==> src/verilog/intc_pkg.sv <==
`default_nettype none
package intc_pkg;
    // Instruction timing in core clocks.
    localparam int unsigned INSTR_CLKS   = 4;
    localparam int unsigned DETECT_INSTR = 1;
    localparam int unsigned CALL_INSTR   = 4;
    localparam int unsigned DETECT_CLKS  = INSTR_CLKS * DETECT_INSTR;
    localparam int unsigned CALL_CLKS    = INSTR_CLKS * CALL_INSTR;

    // Register indices; the byte address is four times the index.
    localparam logic [15:0] IDX_FLAGS    = 16'h2840;
    localparam logic [15:0] IDX_INTYPE   = 16'h2841;
    localparam logic [15:0] IDX_OUTTYPE  = 16'h2842;
    localparam logic [15:0] IDX_ENABLES  = 16'h2843;
    localparam logic [15:0] IDX_PENDING  = 16'h2844;
    localparam logic [15:0] IDX_CTRL     = 16'h2850;
    localparam logic [15:0] IDX_STATUS   = 16'h2851;
    localparam logic [15:0] IDX_PWR_CTRL = 16'h2d01;

    // Field positions.
    localparam int unsigned PWR_GATE_BIT  = 0;
    localparam int unsigned CTRL_EN_BIT   = 0;
    localparam int unsigned CTRL_RANK_BIT = 1;
    localparam int unsigned CTRL_FLAG_BIT = 4;

    // Reset values and implemented bits.
    localparam logic [7:0] IMPL_MASK    = 8'hbf;
    localparam logic [7:0] RST_INTYPE   = 8'hbf;
    localparam logic [7:0] RST_OUTTYPE  = 8'h01;
    localparam logic [7:0] RST_ZERO     = 8'h00;

    // Vectors.
    localparam int unsigned NUM_SRC  = 9;
    localparam int unsigned EXT8_IDX = 8;
    localparam logic [7:0]  VEC_BASE = 8'h03;
    localparam logic [7:0]  VEC_STEP = 8'h08;
    localparam logic [7:0]  EXT8_VEC = 8'h43;

    localparam logic [1:0] RESP_OKAY   = 2'b00;
    localparam logic [1:0] RESP_SLVERR = 2'b10;

    typedef enum logic [1:0] {
        ST_IDLE   = 2'b00,
        ST_DETECT = 2'b01,
        ST_CALL   = 2'b11
    } call_state_t;

    typedef struct packed {
        logic instr_end;
        logic is_return_from_handler_opcode;
        logic is_guard;
    } core_step_t;

    typedef struct packed {
        logic flags;
        logic intype;
        logic outtype;
        logic enables;
        logic pending;
    } ext8_wr_t;
endpackage
`default_nettype wire

==> src/verilog/ext8_aggregator.sv <==
`timescale 1ns/1ps
`default_nettype none
module ext8_aggregator (
    // Clock and reset
    input  wire logic                 clk_sys,
    input  wire logic                 nrst,
    input  wire logic                 ce,
    // Peripheral events
    input  wire logic [7:0]           ev_in,
    // Register writes
    input  wire intc_pkg::ext8_wr_t   wr,
    input  wire logic [7:0]           wdata,
    // Register contents
    output logic      [7:0]           flags_r,
    output logic      [7:0]           intype_r,
    output logic      [7:0]           outtype_r,
    output logic      [7:0]           enables_r,
    output logic      [7:0]           pending_r
);
    logic [7:0] ev_prev_r;
    logic [7:0] ev_hit;

    // ==========================================================
    // Event detection
    always_ff @(posedge clk_sys)
    begin
        if (!nrst)
            ev_prev_r <= intc_pkg::RST_ZERO;
        else if (ce)
            ev_prev_r <= ev_in;
    end

    // Edge type detects a rising event, level type follows the input.
    assign ev_hit = ((intype_r & ev_in & ~ev_prev_r) | (~intype_r & ev_in))
                    & intc_pkg::IMPL_MASK;

    // ==========================================================
    // Configuration registers
    always_ff @(posedge clk_sys)
    begin
        if (!nrst)
        begin
            intype_r  <= intc_pkg::RST_INTYPE;
            outtype_r <= intc_pkg::RST_OUTTYPE;
            enables_r <= intc_pkg::RST_ZERO;
        end
        else if (ce)
        begin
            if (wr.intype)
                intype_r <= wdata & intc_pkg::IMPL_MASK;
            if (wr.outtype)
                outtype_r <= wdata & intc_pkg::IMPL_MASK;
            if (wr.enables)
                enables_r <= wdata & intc_pkg::IMPL_MASK;
        end
    end

    // ==========================================================
    // Per-source flag and overrun bits
    genvar i;
    generate
        for (i = 0; i < 8; i++)
        begin : g_src
            if (intc_pkg::IMPL_MASK[i])
            begin : g_impl
                always_ff @(posedge clk_sys)
                begin
                    if (!nrst)
                        flags_r[i] <= 1'b0;
                    else if (ce)
                    begin
                        if (ev_hit[i] && enables_r[i])
                            flags_r[i] <= 1'b1;
                        else if (wr.flags)
                            flags_r[i] <= wdata[i] & (flags_r[i] | enables_r[i]);
                    end
                end
                always_ff @(posedge clk_sys)
                begin
                    if (!nrst)
                        pending_r[i] <= 1'b0;
                    else if (ce)
                    begin
                        if (ev_hit[i] && flags_r[i])
                            pending_r[i] <= 1'b1;
                        else if (wr.pending)
                            pending_r[i] <= wdata[i];
                    end
                end
            end
            else
            begin : g_unused
                assign flags_r[i]   = 1'b0;
                assign pending_r[i] = 1'b0;
            end
        end
    endgenerate

    // ==========================================================
    // Assertions
    a_flag_needs_enable: assert property (@(posedge clk_sys) disable iff (!nrst)
        (flags_r & ~$past(flags_r) & ~$past(enables_r)) == 8'h00)
        else $error("flag rose while its enable was clear");
    a_flag_write_zero: assert property (@(posedge clk_sys) disable iff (!nrst)
        ce && wr.flags && wdata == 8'h00 && ev_hit == 8'h00 |=> flags_r == 8'h00)
        else $error("writing zero did not clear the flags");
    a_overrun_mark: assert property (@(posedge clk_sys) disable iff (!nrst)
        ce && (ev_hit & flags_r) != 8'h00 |=> (pending_r & $past(ev_hit & flags_r))
        == $past(ev_hit & flags_r))
        else $error("overrun not recorded");
    a_bit6_zero: assert property (@(posedge clk_sys) disable iff (!nrst)
        !flags_r[6] && !pending_r[6] && !enables_r[6] && !intype_r[6])
        else $error("unused bit six is not zero");
endmodule // ext8_aggregator
`default_nettype wire

==> src/verilog/intc_top.sv <==
// Contract
// - Accepted interrupt vectors core; only higher preempts
// - Return resumes interrupted code or handler
// - Finish instruction; one more after guards
// - Tier one beats tier zero, never reverse
// - Same tier: fixed polling order decides
// - Least latency five instruction cycles
// - Worst latency thirteen cycles, fifty-two clocks
// - Unserved level request stays asserted
// - Interrupt 8 merges seven, gated power bit0
// - Interrupt 8 vectors 43h, fixed bit map
// - Flag sets only while enabled
// - Software one sets only when enabled
// - Software zero clears flag
// - Recurring event sets overrun bit
// - Enable bits, reset to zero
// - Top flag software cleared, software settable
// - Priority bit picks tier for interrupt 8
//
// Register access over AXI4-Lite was decided locally.
`timescale 1ns/1ps
`default_nettype none
module intc_top #(
    parameter int unsigned ADDR_W = 16
) (
    // Clock, reset, enable
    input  wire logic                  clk_sys,
    input  wire logic                  nrst,
    input  wire logic                  ce,
    // AXI4-Lite slave
    input  wire logic [ADDR_W-1:0]     awaddr,
    input  wire logic                  awvalid,
    output logic                       awready,
    input  wire logic [31:0]           wdata,
    input  wire logic [3:0]            wstrb,
    input  wire logic                  wvalid,
    output logic                       wready,
    output logic      [1:0]            bresp,
    output logic                       bvalid,
    input  wire logic                  bready,
    input  wire logic [ADDR_W-1:0]     araddr,
    input  wire logic                  arvalid,
    output logic                       arready,
    output logic      [31:0]           rdata,
    output logic      [1:0]            rresp,
    output logic                       rvalid,
    input  wire logic                  rready,
    // Core side
    input  wire intc_pkg::core_step_t  step,
    input  wire logic [7:0]            src_req,
    input  wire logic [7:0]            src_rank,
    output logic                       handler_entry,
    output logic      [7:0]            handler_vector,
    output logic                       call_busy,
    output logic      [1:0]            in_service,
    // Interrupt 8 peripheral events
    input  wire logic [7:0]            ext8_events
);
    logic [7:0]               flags_r;
    logic [7:0]               intype_r;
    logic [7:0]               outtype_r;
    logic [7:0]               enables_r;
    logic [7:0]               pending_r;
    logic [7:0]               pwr_ctrl_r;
    logic                     ext8_en_r;
    logic                     ext8_rank_r;
    logic                     top_flag_r;
    logic                     aw_got_r;
    logic                     w_got_r;
    logic [ADDR_W-1:0]        aw_addr_r;
    logic [7:0]               w_byte_r;
    logic                     w_lane_r;
    logic                     wr_fire;
    logic [15:0]              wr_idx;
    logic [15:0]              rd_idx;
    logic                     rd_hit;
    logic [7:0]               rd_byte;
    intc_pkg::ext8_wr_t       ext_wr;
    intc_pkg::call_state_t    state_r;
    logic [4:0]               cnt_r;
    logic [3:0]               win_r;
    logic [intc_pkg::NUM_SRC-1:0] req_all;
    logic [intc_pkg::NUM_SRC-1:0] rank_all;
    logic                     have_win;
    logic                     win_tier;
    logic [3:0]               win_idx;
    logic                     accept;

    // ==========================================================
    // AXI4-Lite write path
    assign wr_idx  = 16'(aw_addr_r >> 2);
    assign wr_fire = aw_got_r && w_got_r && !bvalid;

    always_ff @(posedge clk_sys)
    begin
        if (!nrst)
        begin
            awready   <= 1'b1;
            wready    <= 1'b1;
            aw_got_r  <= 1'b0;
            w_got_r   <= 1'b0;
            aw_addr_r <= '0;
            w_byte_r  <= intc_pkg::RST_ZERO;
            w_lane_r  <= 1'b0;
            bvalid    <= 1'b0;
            bresp     <= intc_pkg::RESP_OKAY;
        end
        else if (ce)
        begin
            if (awvalid && awready)
            begin
                aw_addr_r <= awaddr;
                aw_got_r  <= 1'b1;
                awready   <= 1'b0;
            end
            if (wvalid && wready)
            begin
                w_byte_r <= wdata[7:0];
                w_lane_r <= wstrb[0];
                w_got_r  <= 1'b1;
                wready   <= 1'b0;
            end
            if (wr_fire)
            begin
                aw_got_r <= 1'b0;
                w_got_r  <= 1'b0;
                bvalid   <= 1'b1;
                bresp    <= addr_ok(wr_idx, aw_addr_r[1:0]) ? intc_pkg::RESP_OKAY
                                                           : intc_pkg::RESP_SLVERR;
            end
            if (bvalid && bready)
            begin
                bvalid  <= 1'b0;
                awready <= 1'b1;
                wready  <= 1'b1;
            end
        end
    end

    function automatic logic addr_ok(input logic [15:0] idx, input logic [1:0] lo);
        addr_ok = (lo == 2'b00) && (idx == intc_pkg::IDX_FLAGS || idx == intc_pkg::IDX_INTYPE
                  || idx == intc_pkg::IDX_OUTTYPE || idx == intc_pkg::IDX_ENABLES
                  || idx == intc_pkg::IDX_PENDING || idx == intc_pkg::IDX_CTRL
                  || idx == intc_pkg::IDX_STATUS || idx == intc_pkg::IDX_PWR_CTRL);
    endfunction

    always_comb
    begin
        ext_wr         = '0;
        ext_wr.flags   = wr_fire && w_lane_r && wr_idx == intc_pkg::IDX_FLAGS;
        ext_wr.intype  = wr_fire && w_lane_r && wr_idx == intc_pkg::IDX_INTYPE;
        ext_wr.outtype = wr_fire && w_lane_r && wr_idx == intc_pkg::IDX_OUTTYPE;
        ext_wr.enables = wr_fire && w_lane_r && wr_idx == intc_pkg::IDX_ENABLES;
        ext_wr.pending = wr_fire && w_lane_r && wr_idx == intc_pkg::IDX_PENDING;
    end

    // ==========================================================
    // Interrupt 8 gate, control and top flag
    always_ff @(posedge clk_sys)
    begin
        if (!nrst)
        begin
            pwr_ctrl_r  <= intc_pkg::RST_ZERO;
            ext8_en_r   <= 1'b0;
            ext8_rank_r <= 1'b0;
        end
        else if (ce && wr_fire && w_lane_r)
        begin
            if (wr_idx == intc_pkg::IDX_PWR_CTRL)
                pwr_ctrl_r <= w_byte_r;
            if (wr_idx == intc_pkg::IDX_CTRL)
            begin
                ext8_en_r   <= w_byte_r[intc_pkg::CTRL_EN_BIT];
                ext8_rank_r <= w_byte_r[intc_pkg::CTRL_RANK_BIT];
            end
        end
    end

    always_ff @(posedge clk_sys)
    begin
        if (!nrst)
            top_flag_r <= 1'b0;
        else if (ce)
        begin
            if (pwr_ctrl_r[intc_pkg::PWR_GATE_BIT] && |(flags_r & enables_r))
                top_flag_r <= 1'b1;
            else if (wr_fire && w_lane_r && wr_idx == intc_pkg::IDX_CTRL)
                top_flag_r <= w_byte_r[intc_pkg::CTRL_FLAG_BIT];
        end
    end

    ext8_aggregator u_ext8 (
        .clk_sys   (clk_sys),
        .nrst      (nrst),
        .ce        (ce),
        .ev_in     (ext8_events),
        .wr        (ext_wr),
        .wdata     (w_byte_r),
        .flags_r   (flags_r),
        .intype_r  (intype_r),
        .outtype_r (outtype_r),
        .enables_r (enables_r),
        .pending_r (pending_r)
    );

    // ==========================================================
    // AXI4-Lite read path
    assign rd_idx = 16'(araddr >> 2);
    assign rd_hit = addr_ok(rd_idx, araddr[1:0]);

    always_comb
    begin
        case (rd_idx)
            intc_pkg::IDX_FLAGS:    rd_byte = flags_r;
            intc_pkg::IDX_INTYPE:   rd_byte = intype_r;
            intc_pkg::IDX_OUTTYPE:  rd_byte = outtype_r;
            intc_pkg::IDX_ENABLES:  rd_byte = enables_r;
            intc_pkg::IDX_PENDING:  rd_byte = pending_r;
            intc_pkg::IDX_PWR_CTRL: rd_byte = pwr_ctrl_r;
            intc_pkg::IDX_CTRL:     rd_byte = {3'b000, top_flag_r, 2'b00, ext8_rank_r, ext8_en_r};
            intc_pkg::IDX_STATUS:   rd_byte = {state_r, 2'b00, win_r};
            default:                rd_byte = intc_pkg::RST_ZERO;
        endcase
    end

    always_ff @(posedge clk_sys)
    begin
        if (!nrst)
        begin
            arready <= 1'b1;
            rvalid  <= 1'b0;
            rdata   <= 32'h0000_0000;
            rresp   <= intc_pkg::RESP_OKAY;
        end
        else if (ce)
        begin
            if (arvalid && arready)
            begin
                arready <= 1'b0;
                rvalid  <= 1'b1;
                rdata   <= rd_hit ? {24'h00_0000, rd_byte} : 32'h0000_0000;
                rresp   <= rd_hit ? intc_pkg::RESP_OKAY : intc_pkg::RESP_SLVERR;
            end
            else if (rvalid && rready)
            begin
                rvalid  <= 1'b0;
                arready <= 1'b1;
            end
        end
    end

    // ==========================================================
    // Arbitration
    // Requests are levels sampled at each boundary, so an unserved one waits.
    assign req_all  = {top_flag_r && ext8_en_r, src_req};
    assign rank_all = {ext8_rank_r, src_rank};

    always_comb
    begin
        have_win = 1'b0;
        win_tier = 1'b0;
        win_idx  = 4'h0;
        for (int t = 1; t >= 0; t--)
        begin
            for (int k = intc_pkg::NUM_SRC - 1; k >= 0; k--)
            begin
                if (!have_win && req_all[k] && rank_all[k] == t[0])
                begin
                    win_idx  = 4'(k);
                end
            end
            if (!have_win && |(req_all & (t[0] ? rank_all : ~rank_all)))
            begin
                have_win = 1'b1;
                win_tier = t[0];
            end
        end
    end

    // Only a strictly higher tier than every handler in service may enter.
    assign accept = step.instr_end && !step.is_return_from_handler_opcode && !step.is_guard
                    && have_win && !in_service[1] && (win_tier || !in_service[0]);

    // ==========================================================
    // Call sequencing: detect, then the long call, then entry
    always_ff @(posedge clk_sys)
    begin
        if (!nrst)
        begin
            state_r        <= intc_pkg::ST_IDLE;
            cnt_r          <= 5'h00;
            win_r          <= 4'h0;
            handler_entry  <= 1'b0;
            handler_vector <= 8'h00;
            call_busy      <= 1'b0;
        end
        else if (ce)
        begin
            handler_entry <= 1'b0;
            case (state_r)
                intc_pkg::ST_IDLE:
                begin
                    if (accept)
                    begin
                        state_r   <= intc_pkg::ST_DETECT;
                        cnt_r     <= 5'(intc_pkg::DETECT_CLKS - 1);
                        win_r     <= win_idx;
                        call_busy <= 1'b1;
                    end
                end
                intc_pkg::ST_DETECT:
                begin
                    if (cnt_r == 5'h00)
                    begin
                        state_r <= intc_pkg::ST_CALL;
                        cnt_r   <= 5'(intc_pkg::CALL_CLKS - 1);
                    end
                    else
                        cnt_r <= cnt_r - 5'h01;
                end
                intc_pkg::ST_CALL:
                begin
                    if (cnt_r == 5'h00)
                    begin
                        state_r        <= intc_pkg::ST_IDLE;
                        call_busy      <= 1'b0;
                        handler_entry  <= 1'b1;
                        handler_vector <= 8'(intc_pkg::VEC_BASE
                                          + intc_pkg::VEC_STEP * win_r);
                    end
                    else
                        cnt_r <= cnt_r - 5'h01;
                end
                default:
                    state_r <= intc_pkg::ST_IDLE;
            endcase
        end
    end

    // ==========================================================
    // Handler nesting: push on entry, pop on return
    always_ff @(posedge clk_sys)
    begin
        if (!nrst)
            in_service <= 2'b00;
        else if (ce)
        begin
            if (state_r == intc_pkg::ST_CALL && cnt_r == 5'h00)
                in_service[rank_all[win_r]] <= 1'b1;
            else if (step.instr_end && step.is_return_from_handler_opcode)
            begin
                if (in_service[1])
                    in_service[1] <= 1'b0;
                else
                    in_service[0] <= 1'b0;
            end
        end
    end

    // ==========================================================
    // Assertions
    a_ext8_vector: assert property (@(posedge clk_sys) disable iff (!nrst)
        handler_entry && $past(win_r) == 4'(intc_pkg::EXT8_IDX)
        |-> handler_vector == intc_pkg::EXT8_VEC)
        else $error("interrupt 8 did not vector to 43h");
    a_call_latency: assert property (@(posedge clk_sys) disable iff (!nrst || !ce)
        state_r == intc_pkg::ST_IDLE && accept |=> ##20 handler_entry)
        else $error("handler entry not twenty clocks after acceptance");
    a_guard_delay: assert property (@(posedge clk_sys) disable iff (!nrst || !ce)
        state_r == intc_pkg::ST_IDLE && step.instr_end && (step.is_return_from_handler_opcode || step.is_guard)
        |=> state_r == intc_pkg::ST_IDLE)
        else $error("interrupt taken right after a guarded instruction");
    a_tier_hold: assert property (@(posedge clk_sys) disable iff (!nrst || !ce)
        state_r == intc_pkg::ST_IDLE && in_service[1] |=> state_r == intc_pkg::ST_IDLE)
        else $error("tier one handler was preempted");
    a_return_from_handler_opcode_pop: assert property (@(posedge clk_sys) disable iff (!nrst || !ce)
        in_service == 2'b11 && step.instr_end && step.is_return_from_handler_opcode
        && !(state_r == intc_pkg::ST_CALL && cnt_r == 5'h00) |=> in_service == 2'b01)
        else $error("return did not resume the preempted handler");
    a_poll_first: assert property (@(posedge clk_sys) disable iff (!nrst || !ce)
        accept && req_all[0] && rank_all[0] == win_tier |=> win_r == 4'h0)
        else $error("polling order not kept");
    a_top_flag_set: assert property (@(posedge clk_sys) disable iff (!nrst || !ce)
        pwr_ctrl_r[intc_pkg::PWR_GATE_BIT] && |(flags_r & enables_r) |=> top_flag_r)
        else $error("top flag not raised by an enabled sub-flag");
    a_gate_block: assert property (@(posedge clk_sys) disable iff (!nrst)
        $rose(top_flag_r) && !$past(pwr_ctrl_r[intc_pkg::PWR_GATE_BIT]) |->
        $past(wr_fire && wr_idx == intc_pkg::IDX_CTRL))
        else $error("top flag raised with the power gate clear");

    c_entry:   cover property (@(posedge clk_sys) disable iff (!nrst) handler_entry);
    c_nested:  cover property (@(posedge clk_sys) disable iff (!nrst) in_service == 2'b11);
    c_ext8:    cover property (@(posedge clk_sys) disable iff (!nrst)
        handler_entry && handler_vector == intc_pkg::EXT8_VEC);
endmodule // intc_top
`default_nettype wire

==> config.mk <==
export PLATFORM = sky130hd
export DESIGN_NAME = intc_top
export DESIGN_NICKNAME = d
export VERILOG_FILES = /design/src/verilog/intc_pkg.sv /design/src/verilog/ext8_aggregator.sv /design/src/verilog/intc_top.sv
export SDC_FILE = /design/constraint.sdc
export NUM_CORES = 1
export LEC_CHECK = 0
export ABC_AREA = 1
export BUFFER_PORTS_ARGS = -buffer_cell sky130_fd_sc_hd__buf_2
export CELL_PAD_IN_SITES_DETAIL_PLACEMENT = 0
export CELL_PAD_IN_SITES_GLOBAL_PLACEMENT = 1
export CORE_UTILIZATION = 40
export CTS_CLUSTER_SIZE = 12
export DETAILED_ROUTE_END_ITERATION = 10
export PLACE_DENSITY = 0.9
export SYNTH_ARGS = -nofsm -noshare
export SYNTH_HDL_FRONTEND = slang
export SYNTH_SLANG_ARGS = --single-unit
==> constraint.sdc <==
create_clock -name clk_sys -period 4.9 [get_ports clk_sys]
set_input_delay 0.735 -clock clk_sys [delete_from_list [all_inputs] [get_ports clk_sys]]
set_output_delay 0.735 -clock clk_sys [all_outputs]
set_load 0.005 [all_outputs]
; Word level (Yosys, flattened, before mapping)
; Cells that the tools add are included.
[totals]
register_bits = 145
input_bits = 103
out_inout_bits = 53
elab_cells = 353
[op_classes]
n_reduce_logical = 159
add_sub_neg = 2
eq_ne = 23
bitwise_logic = 34
mux = 89
n_lt_le_gt_ge = 3
[op_table]
columns = operator, count
row1 = $eq 14x14->1 const B, 16
row2 = $mux 4, 18
row3 = $logic_and 1x1->1, 70
row4 = $pmux 8 s8, 1
row5 = $reduce_and 2->1, 31
row6 = $mux 1, 54
row7 = $reduce_bool 2->1, 23
row8 = $and 8x8->8, 4
row9 = $and 9x9->9, 2
row10 = $reduce_or 9->1, 2
row11 = $not 8->8, 2
row12 = $logic_or 1x1->1, 15
row13 = $mux 5, 3
row14 = $pmux 5 s3, 1
row15 = $mux 2, 7
row16 = $reduce_and 4->1, 3
row17 = $not 1->1, 9
row18 = $not 9->9, 1
row19 = $reduce_and 3->1, 3
row20 = $add 2x7->8 const A, 1
row21 = $mux 8, 1
row22 = $ne 2x2->1 const B, 4
row23 = $or 8x8->8, 1
row24 = $reduce_or 8->1, 1
row25 = 18 further kinds, 37

; Logic depth before layout (Yosys ltp)
; Gate-level depths: netlist of run 1.
[depth]
word_depth = 20
depth_mapped = 18
ltp_nobuf = 18

; Cells and area by module
; From an unflattened synthesis of run 1, not the netlist that was laid out.
[unflattened]
cells_unflattened = 888
area_unflattened_um2 = 5972.0
[by_module_without_submodules]
columns = module, seq_area_each_um2, area_each_um2, cells_each, n_inst
row1 = intc_top, 1461.4, 4206.5, 638, 1
row2 = ext8_aggregator, 840.8, 1765.4, 250, 1

; Worst setup path after synthesis of run 1
; Ideal clock, no wire load.
[synth_timing]
kind = input -> register
from = input port src_rank[3]
to = register cnt_r[4]
t_required_ps = 4786
path_slack_ps = 2925
setup_time_ps = 114
t_arrival_ps = 1860
stages = 12
path_buffers = 0
path_cell_list = nand2_1 > nand2_1 > nor2_1 > nand2_1 > a21oi_4 > nand2_1 > nand2_1 > nand3_2 > nand3_2 > nor2_1 > xor2_1 > nor2_1
[synth_via]
elab_chain_len = 11
elab_cells_between_ends = 16
cone_classes = eq/ne: 1 / mux: 3 / bitwise: 3 / reduce/logical: 9
[synth_rtl]
columns = element, line_no
row1 = from (decl), intc_top.sv:51  ; input wire logic [7:0] src_rank,
row2 = $and 9x9->9, intc_top.sv:272  ; if (!have_win && |(req_all & (t[0] ? rank_all : ~rank_all)))
row3 = $reduce_or 9->1, intc_top.sv:272
row4 = $mux 1, intc_top.sv:272
row5 = $logic_not 1->1, intc_top.sv:272
row6 = $logic_and 1x1->1, intc_top.sv:272
row7 = $mux 1, intc_top.sv:272
row8 = $logic_and 1x1->1 (2 in a row), intc_top.sv:282  ; && have_win && !in_service[1] && (win_tier || !in_service[0]);
row9 = $logic_and 1x1->1 (*), intc_top.sv:282
row10 = $ne 2x2->1 (no source line) (*), -
row11 = $reduce_and 4->1 (no source line) (*), -
row12 = to (signal assigned), intc_top.sv:306  ; cnt_r <= 5'(intc_pkg::DETECT_CLKS - 1);
row13 = to (signal assigned), intc_top.sv:316  ; cnt_r <= 5'(intc_pkg::CALL_CLKS - 1);
row14 = to (signal assigned), intc_top.sv:319  ; cnt_r <= cnt_r - 5'h01;
row15 = to (decl), intc_top.sv:80  ; logic [4:0] cnt_r;
; Mark *: on every way between the ends. The rest lies on a longest branch, timed or not.
; A chain may end at the register's enable or synchronous reset.

; Worst setup path in the final report of run 1
[layout_timing]
from = input port ce
to = register u_ext8.enables_r[1]
[layout_via]
elab_chain_len = 1
[layout_rtl]
columns = element, line_no
row1 = from (decl), intc_top.sv:29  ; input wire logic ce,
row2 = $reduce_and 2->1 (no source line), -
row3 = to (signal assigned), ext8_aggregator.sv:45  ; enables_r <= intc_pkg::RST_ZERO;
row4 = to (signal assigned), ext8_aggregator.sv:54  ; enables_r <= wdata & intc_pkg::IMPL_MASK;
row5 = to (decl), ext8_aggregator.sv:17  ; output logic [7:0] enables_r,
; No other way between the ends.

==> results.md, run 1 <==
* Leading cell type in the layout, fill and taps excluded: nand2_1
* Hold WS at ~0.45 ns
* H-Tree Depth at 4
* DRC violations left at 0
* Design area at 0.00684 mm2
* Crit path DAT at 2.60 ns
* Post-layout net count at around 1000
* Cell Area, Synth at between 0.005 and 0.006 mm2
* Power Total at between 2 and 2.5 mW
* R2R Setup Slk at approximately 2.8 ns
* Final Core Density at 0.491
* Pre-antenna DRT Iters at 7
* Status: complete, no violations
* Worst-Skew Late Latency at ~0.42 ns
* Drt via density at 5.06
* Initial Utilization at 0.411
* Synth area leaders: dfxtp_1 40%, a21oi_1 9.1%, nand2_1 8.9%
* CTS max path bufs at 2
* Endpoint class of the critical path: register
* Post-synthesis sequential area ratio at 0.402
* RSZ-0062 raised after global routing: no
* Final GP Congestion at just under 0.9
* Data required, critical path at 5.18 ns
* Largest net degree at the start of global routing at 77
* Pins Over Slew Limit at 0
* CTS tree: yes
* Setup TNS at 0 ns
* Worst min-delay path class: reg2reg
* Hold buffers post-CTS at 0
* Commonest cells after routing, fill and taps aside: 135 x nand2_1, 115 x dfxtp_1, 104 x a21oi_1, 99 x buf_2, 96 x inv_1
* Die span in y at between 100 and 150 um
* Worst-path maximum fanout at 27
* Mean Syn Cell Area at slightly above 7 um2
* Rows at 43
* Congestion Overflow GR at 0
* DR WL/cell at roughly 14 um
* Area leader, netlist: dfxtp_1
* Syn. warnings at 0
* Initial antenna violation count at 0
* Leak at just under 3 nW
* Antenna Cells at 0
* First-pass GRT wire length at 25600 um
* Synth cell types at between 40 and 50
* GRT Overall Usage at 0.225
* DIE AREA at 0.0148 mm2
* Reg2Reg Depth at 7
* Layout cell share with drive strength beyond 1 at 0.182
* Setup bufs post-CTS at 0
* Die width at 122 um
* Worst Max-Slew Pin Slew at ~1 ns
* Endpoints failing hold at 0
* Cell count after synthesis at between 800 and 900
* Final setup fails at 0
* Max-Cap Viols at 0
* EDFF count, synth at 0
* Routed Antenna Nets at 0
* Synthesis-to-layout area growth at 19.5%
* Tcrit/Tclk final at 0.475
* #FFs+latches synth at around 120
* DR iter-0 viols at about 390
* Overall routed net length at between 15000 and 20000 um
* CTS Root Cell: clkbuf_16
* PwrDens at 352 mW/mm2
* Vias in the first global route at around 5300
* PortBufs at roughly 100
* Clk sinks at ~120
* Area fraction of the dominant cell type after synthesis at 0.402
* Post-cts sizing count at 0
* Worst VDD drop at roughly 0.00024 V
* Core area at around 0.014 mm2
* Startpoint Class: primary input
* Clk_skew at 0.0103 ns
* Post-DP Area at 0.00626 mm2
* Async S/R FF share, synth at 0
* Hold Path Stages at 2
* DP Wirelength at roughly 11000 um
* Setup CP Type: in2reg
* Ys flop type: dfxtp_1
* Post-layout minimum cycle time at around 2.3 ns
* Routed vias at around 5500
* Relative slew slack at 0.343
* I/O pin count at approximately 160
* Fmax at 0.429 GHz
* CTS clk-pin slew, worst paths at 0.05 ns
* CTS buffer count at 17
synthesized netlist by cell type, types with 2 or more instances:
cell type,n
inv_2,5
nor3_1,11
o21a_1,2
nor2_1,40
nor4_1,5
o211a_1,2
buf_1,2
xor2_1,2
clkbuf_1,22
buf_4,30
o211ai_1,11
dfxtp_1,115
a31oi_1,7
o21ai_1,5
a21oi_1,104
nor4_4,2
o21ai_0,93
nand3_1,52
nand2_1,135
o31ai_1,2
nor3_2,2
nand2_2,6
inv_1,96
nor2_4,3
o22ai_1,13
a211oi_1,3
nor2_2,2
ha_1,2
buf_2,3
nand3_2,2
nand4_1,9
worst max-delay path: stages:
cell and delay (ns):
buf_2 0.10, buf_4 0.31, inv_1 0.11, nor2_2 0.23
inv_2 0.11, nor2_4 0.15, nand3_1 0.44, o21ai_0 0.33
a21oi_1 0.06
layer usage:
layer	vias to the layer above	global-route usage	wire length [um]	share of wire
met5	-	0	0	0
met4	0	0.0826	312	0.020
met3	28	0.0496	943	0.060
met2	175	0.369	7260	0.46
met1	2471	0.288	7120	0.46
li1	2841	-	-	-
final timing paths:
check | start | to
setup / recovery | ce | u_ext8.enables_r[1]$_SDFFE_PN0P_
hold / removal | u_ext8.outtype_r[2]$_SDFFE_PN0P_ | u_ext8.outtype_r[2]$_SDFFE_PN0P_
setup reg to reg | aw_addr_r[15]$_SDFFE_PN0P_ | u_ext8.enables_r[1]$_SDFFE_PN0P_
hold reg to reg | u_ext8.outtype_r[2]$_SDFFE_PN0P_ | u_ext8.outtype_r[2]$_SDFFE_PN0P_
sequential cells by signal, summed over array words and instances, names as in the netlist, 2 cells and up:
| signal | flops |
|---|---|
| aw_addr_r | 16 |
| cnt_r | 5 |
| handler_vector | 5 |
| in_service | 2 |
| pwr_ctrl_r | 8 |
| rdata | 8 |
| state_r | 2 |
| u_ext8.enables_r | 7 |
| u_ext8.ev_prev_r | 7 |
| u_ext8.flags_r | 7 |
| u_ext8.intype_r | 7 |
| u_ext8.outtype_r | 7 |
| u_ext8.pending_r | 7 |
| w_byte_r | 8 |
| win_r | 4 |
where the power goes:
part / total, mW / leakage, nW / internal, mW / switching (mW)
sequential: 0.984 / 0.935 / 0.965 / 0.0192
clock: 1.21 / 0.271 / 0.758 / 0.453
combinational: 0.214 / 1.68 / 0.0751 / 0.139
total: 2.41 / 2.89 / 1.80 / 0.611
stage by stage:
| stage | worst slack [ns] | instances |
|---|---|---|
| 5_1_grt | 2.27 | 1089 |
| 6_report | 2.57 | 1089 |
| 3_5_place_dp | 2.17 | 1057 |
| 2_1_floorplan | 2.93 | 829 |
| 3_3_place_gp | 2.19 | 1057 |
| 4_1_cts | 2.59 | 1089 |
layout make-up:
type	instances	area, um2
clock buffers	19	443
flip-flops and latches	115	2300
multi-input cells	556	2810
clock inverters	13	135
repair buffers	105	541
inverters	101	379
fillers	1412	7100
well taps	180	225
logic make-up (layout without fill, tap and decap cells):
logic type / Yosys count / count (layout) / share of synthesized area
flops: 115 / 115 / 0.402
fa+ha+maj: 2 / 2 / 0.00437
other cells: 1 / 28 / 0.000655
xor+xnor: 3 / 3 / 0.00459
compound gates: 248 / 248 / 0.239
buf+inv: 158 / 238 / 0.124
simple gates: 275 / 275 / 0.225
Note: power is estimated with default switching activity, not from simulation.
==> inputs of run 2 (changes only) <==
--- a/config.mk
+++ b/config.mk
@@ -9,10 +9,10 @@
 export BUFFER_PORTS_ARGS = -buffer_cell sky130_fd_sc_hd__buf_2
 export CELL_PAD_IN_SITES_DETAIL_PLACEMENT = 0
 export CELL_PAD_IN_SITES_GLOBAL_PLACEMENT = 1
-export CORE_UTILIZATION = 40
+export CORE_UTILIZATION = 33
 export CTS_CLUSTER_SIZE = 12
 export DETAILED_ROUTE_END_ITERATION = 10
-export PLACE_DENSITY = 0.9
+export PLACE_DENSITY = 0.8
 export SYNTH_ARGS = -nofsm -noshare
 export SYNTH_HDL_FRONTEND = slang
 export SYNTH_SLANG_ARGS = --single-unit
==> constraint.sdc (replaced) <==
create_clock -name clk_sys -period 2 [get_ports clk_sys]
set_input_delay 0.3 -clock clk_sys [delete_from_list [all_inputs] [get_ports clk_sys]]
set_output_delay 0.3 -clock clk_sys [all_outputs]
set_load 0.005 [all_outputs]
==> run 2 against run 1 <==
Net effect: final cell count up 5.5%; count of clock-buffer cells in the layout unchanged; sequential power up 140%; global-route usage down 3.6 points; power rose to 2.7 times the previous value; worst hold slack worse by 0.32 ns; critical path depth up 1; clock power rose to 3.0 times the previous value; sequential share of layout area down 1.7 points; cell area up 5.3%; largest power group unchanged; highest routed layer unchanged.
==> results.md, run 2 (synthesis results as in run 1) <==
* Setup CP Type: reg2reg
* Reg2Reg Depth at 10
* Status: complete, no violations
* Startpoint Class: register
* Tcrit/Tclk final at 0.945
* CTS tree: yes
* Initial Utilization at 0.342
* Pre-antenna DRT Iters at 5
* Worst Max-Slew Pin Slew at 0.742 ns
* R2R Setup Slk at 0.11 ns
* Worst-Skew Late Latency at ~0.42 ns
* Worst setup path start: aw_addr_r[15]$_SDFFE_PN0P_
* Hold Path End: aw_addr_r[11]$_SDFFE_PN0P_
* Max reg flops at 16
* Post-layout net count at about 1000
* Relative slew slack at 0.505
* Synthesis-to-layout area growth at 25.9%
* Worst-path maximum fanout at 7
* Pre-CTS setup slack at between 0.08 and 0.09 ns
* CTS clk-pin slew, worst paths at about 0.060 ns
* Reg2reg end: u_ext8.flags_r[1]$_SDFFE_PN0P_
* Crit path DAT at between 2 and 2.5 ns
* CTS buffer count at 17
* First-pass GRT wire length at between 20000 and 30000 um
* Routed Antenna Nets at 0
* Largest Register: aw_addr_r
* Power Total at 6.56 mW
* DR iter-0 viols at 351
* GRT Overall Usage at 0.189
* Leak at approximately 3.1 nW
* Die span in y at 134 um
* Pins Over Slew Limit at 0
* Hold Path Stages at 3
* Congestion Overflow GR at 0
* Post-layout minimum cycle time at between 1.5 and 2 ns
* Hold buffers post-CTS at 0
* Die width at between 100 and 150 um
* Drt via density at ~4.8
* Initial antenna violation count at 0
* Clk_skew at approximately 0.012 ns
* Worst VDD drop at between 0.0006 and 0.0007 V
* Largest net degree at the start of global routing at 77
* Core area at about 0.017 mm2
* DIE AREA at between 0.015 and 0.02 mm2
* DR WL/cell at 14.2 um
* Clk sinks at 115
* Overall routed net length at 16300 um
* Fmax at between 0.5 and 0.6 GHz
* Antenna Cells at 0
* PortBufs at 99
* DRC violations left at 0
* DP Wirelength at between 10000 and 15000 um
* Routed vias at between 5000 and 6000
* Layout cell share with drive strength beyond 1 at 0.206
* Worst flop-to-flop path startpoint: aw_addr_r[15]$_SDFFE_PN0P_
* CTS Root Cell: clkbuf_16
* I/O pin count at 156
* Post-DP Area at ~0.0065 mm2
* Endpoint class of the critical path: register
* Final GP Congestion at between 0.8 and 0.9
* Worst min-delay path class: in2reg
* Setup ws final at roughly 0.11 ns
* PwrDens at just over 900 mW/mm2
* Rows at 47
* H-Tree Depth at 4
* CTS max path bufs at 2
* Final setup fails at 0
* Data required, critical path at ~2.4 ns
* Commonest cells after routing, fill and taps aside: 134 x nand2_1, 115 x dfxtp_1, 102 x a21oi_1, 99 x buf_2, 95 x inv_1
* Leading cell type in the layout, fill and taps excluded: nand2_1
* Vias in the first global route at ~5200
* Endpoints failing hold at 0
* Design area at between 0.007 and 0.008 mm2
* Hold Crit Start: awaddr[11]
* Max-Cap Viols at 0
* Setup TNS at 0 ns
==> run 2: cell count changes in the layout (fill, tap and decap cells not counted), sizes merged <==
cell	before	now
clkinv	5	1
bufinv	2	7
buf	105	125
clkinvlp	5	4
==> run 2: routing by layer <==
layer	share of wire	vias up	track usage
met1	0.46	2503	0.244
met3	0.056	21	0.0453
li1	-	2881	-
met5	0	-	0
met4	0.016	0	0.0758
met2	0.46	167	0.302
==> run 2: worst max-delay path, stage by stage, from the launching register on <==
cell and delay, ns:
dfxtp_1 0.31, inv_1 0.05, nor2_2 0.11, nand4_1 0.17, nor4_4 0.40, nand2_1 0.11
inv_1 0.15, nand2_4 0.11, o21ai_1 0.18, nand3_1 0.08, a21oi_1 0.13
==> run 2: area by class of cell <==
class / instances / area (um2)
Fill cell: 1759 / 9560
Sequential cell: 115 / 2300
Clock inverter: 13 / 254
Inverter: 101 / 379
Timing Repair Buffer: 125 / 703
Clock buffer: 19 / 443
Tap cell: 220 / 275
Multi-Input combinational cell: 556 / 2850
==> run 2: worst max-delay path by stage <==
stage | endpoint | cells past startpoint
floorplan | pwr_ctrl_r[6]$_SDFFE_PN0P_ | 9
global placement | rdata[2]$_SDFFE_PN0P_ | 10
detailed placement | rdata[2]$_SDFFE_PN0P_ | 10
CTS | u_ext8.flags_r[0]$_SDFFE_PN0P_ | 10
global route | u_ext8.pending_r[7]$_SDFFE_PN0P_ | 10
finish | u_ext8.flags_r[1]$_SDFFE_PN0P_ | 10
==> run 2: report_power, final <==
part           switching (mW)  internal, mW
combinational           0.351         0.198
sequential             0.0482          2.36
clock                    1.11          2.49
==> run 2: through the flow <==
stage,utilization,hold slack [ns],instances
floorplan,-,0.420,829
global placement,0.385,0.434,1115
detailed placement,0.385,0.436,1115
CTS,0.427,0.109,1147
global route,0.430,0.124,1149
finish,0.430,0.123,1149
==> run 2: what timing repair did <==
| item | 4_1_cts | 5_1_grt |
|---|---|---|
| endpoints found under the setup margin | 0 | 8 |
| buffers inserted | 0 | 2 |
| hold endpoints to repair | 0 | 0 |
| resized for setup | 0 | 13 |
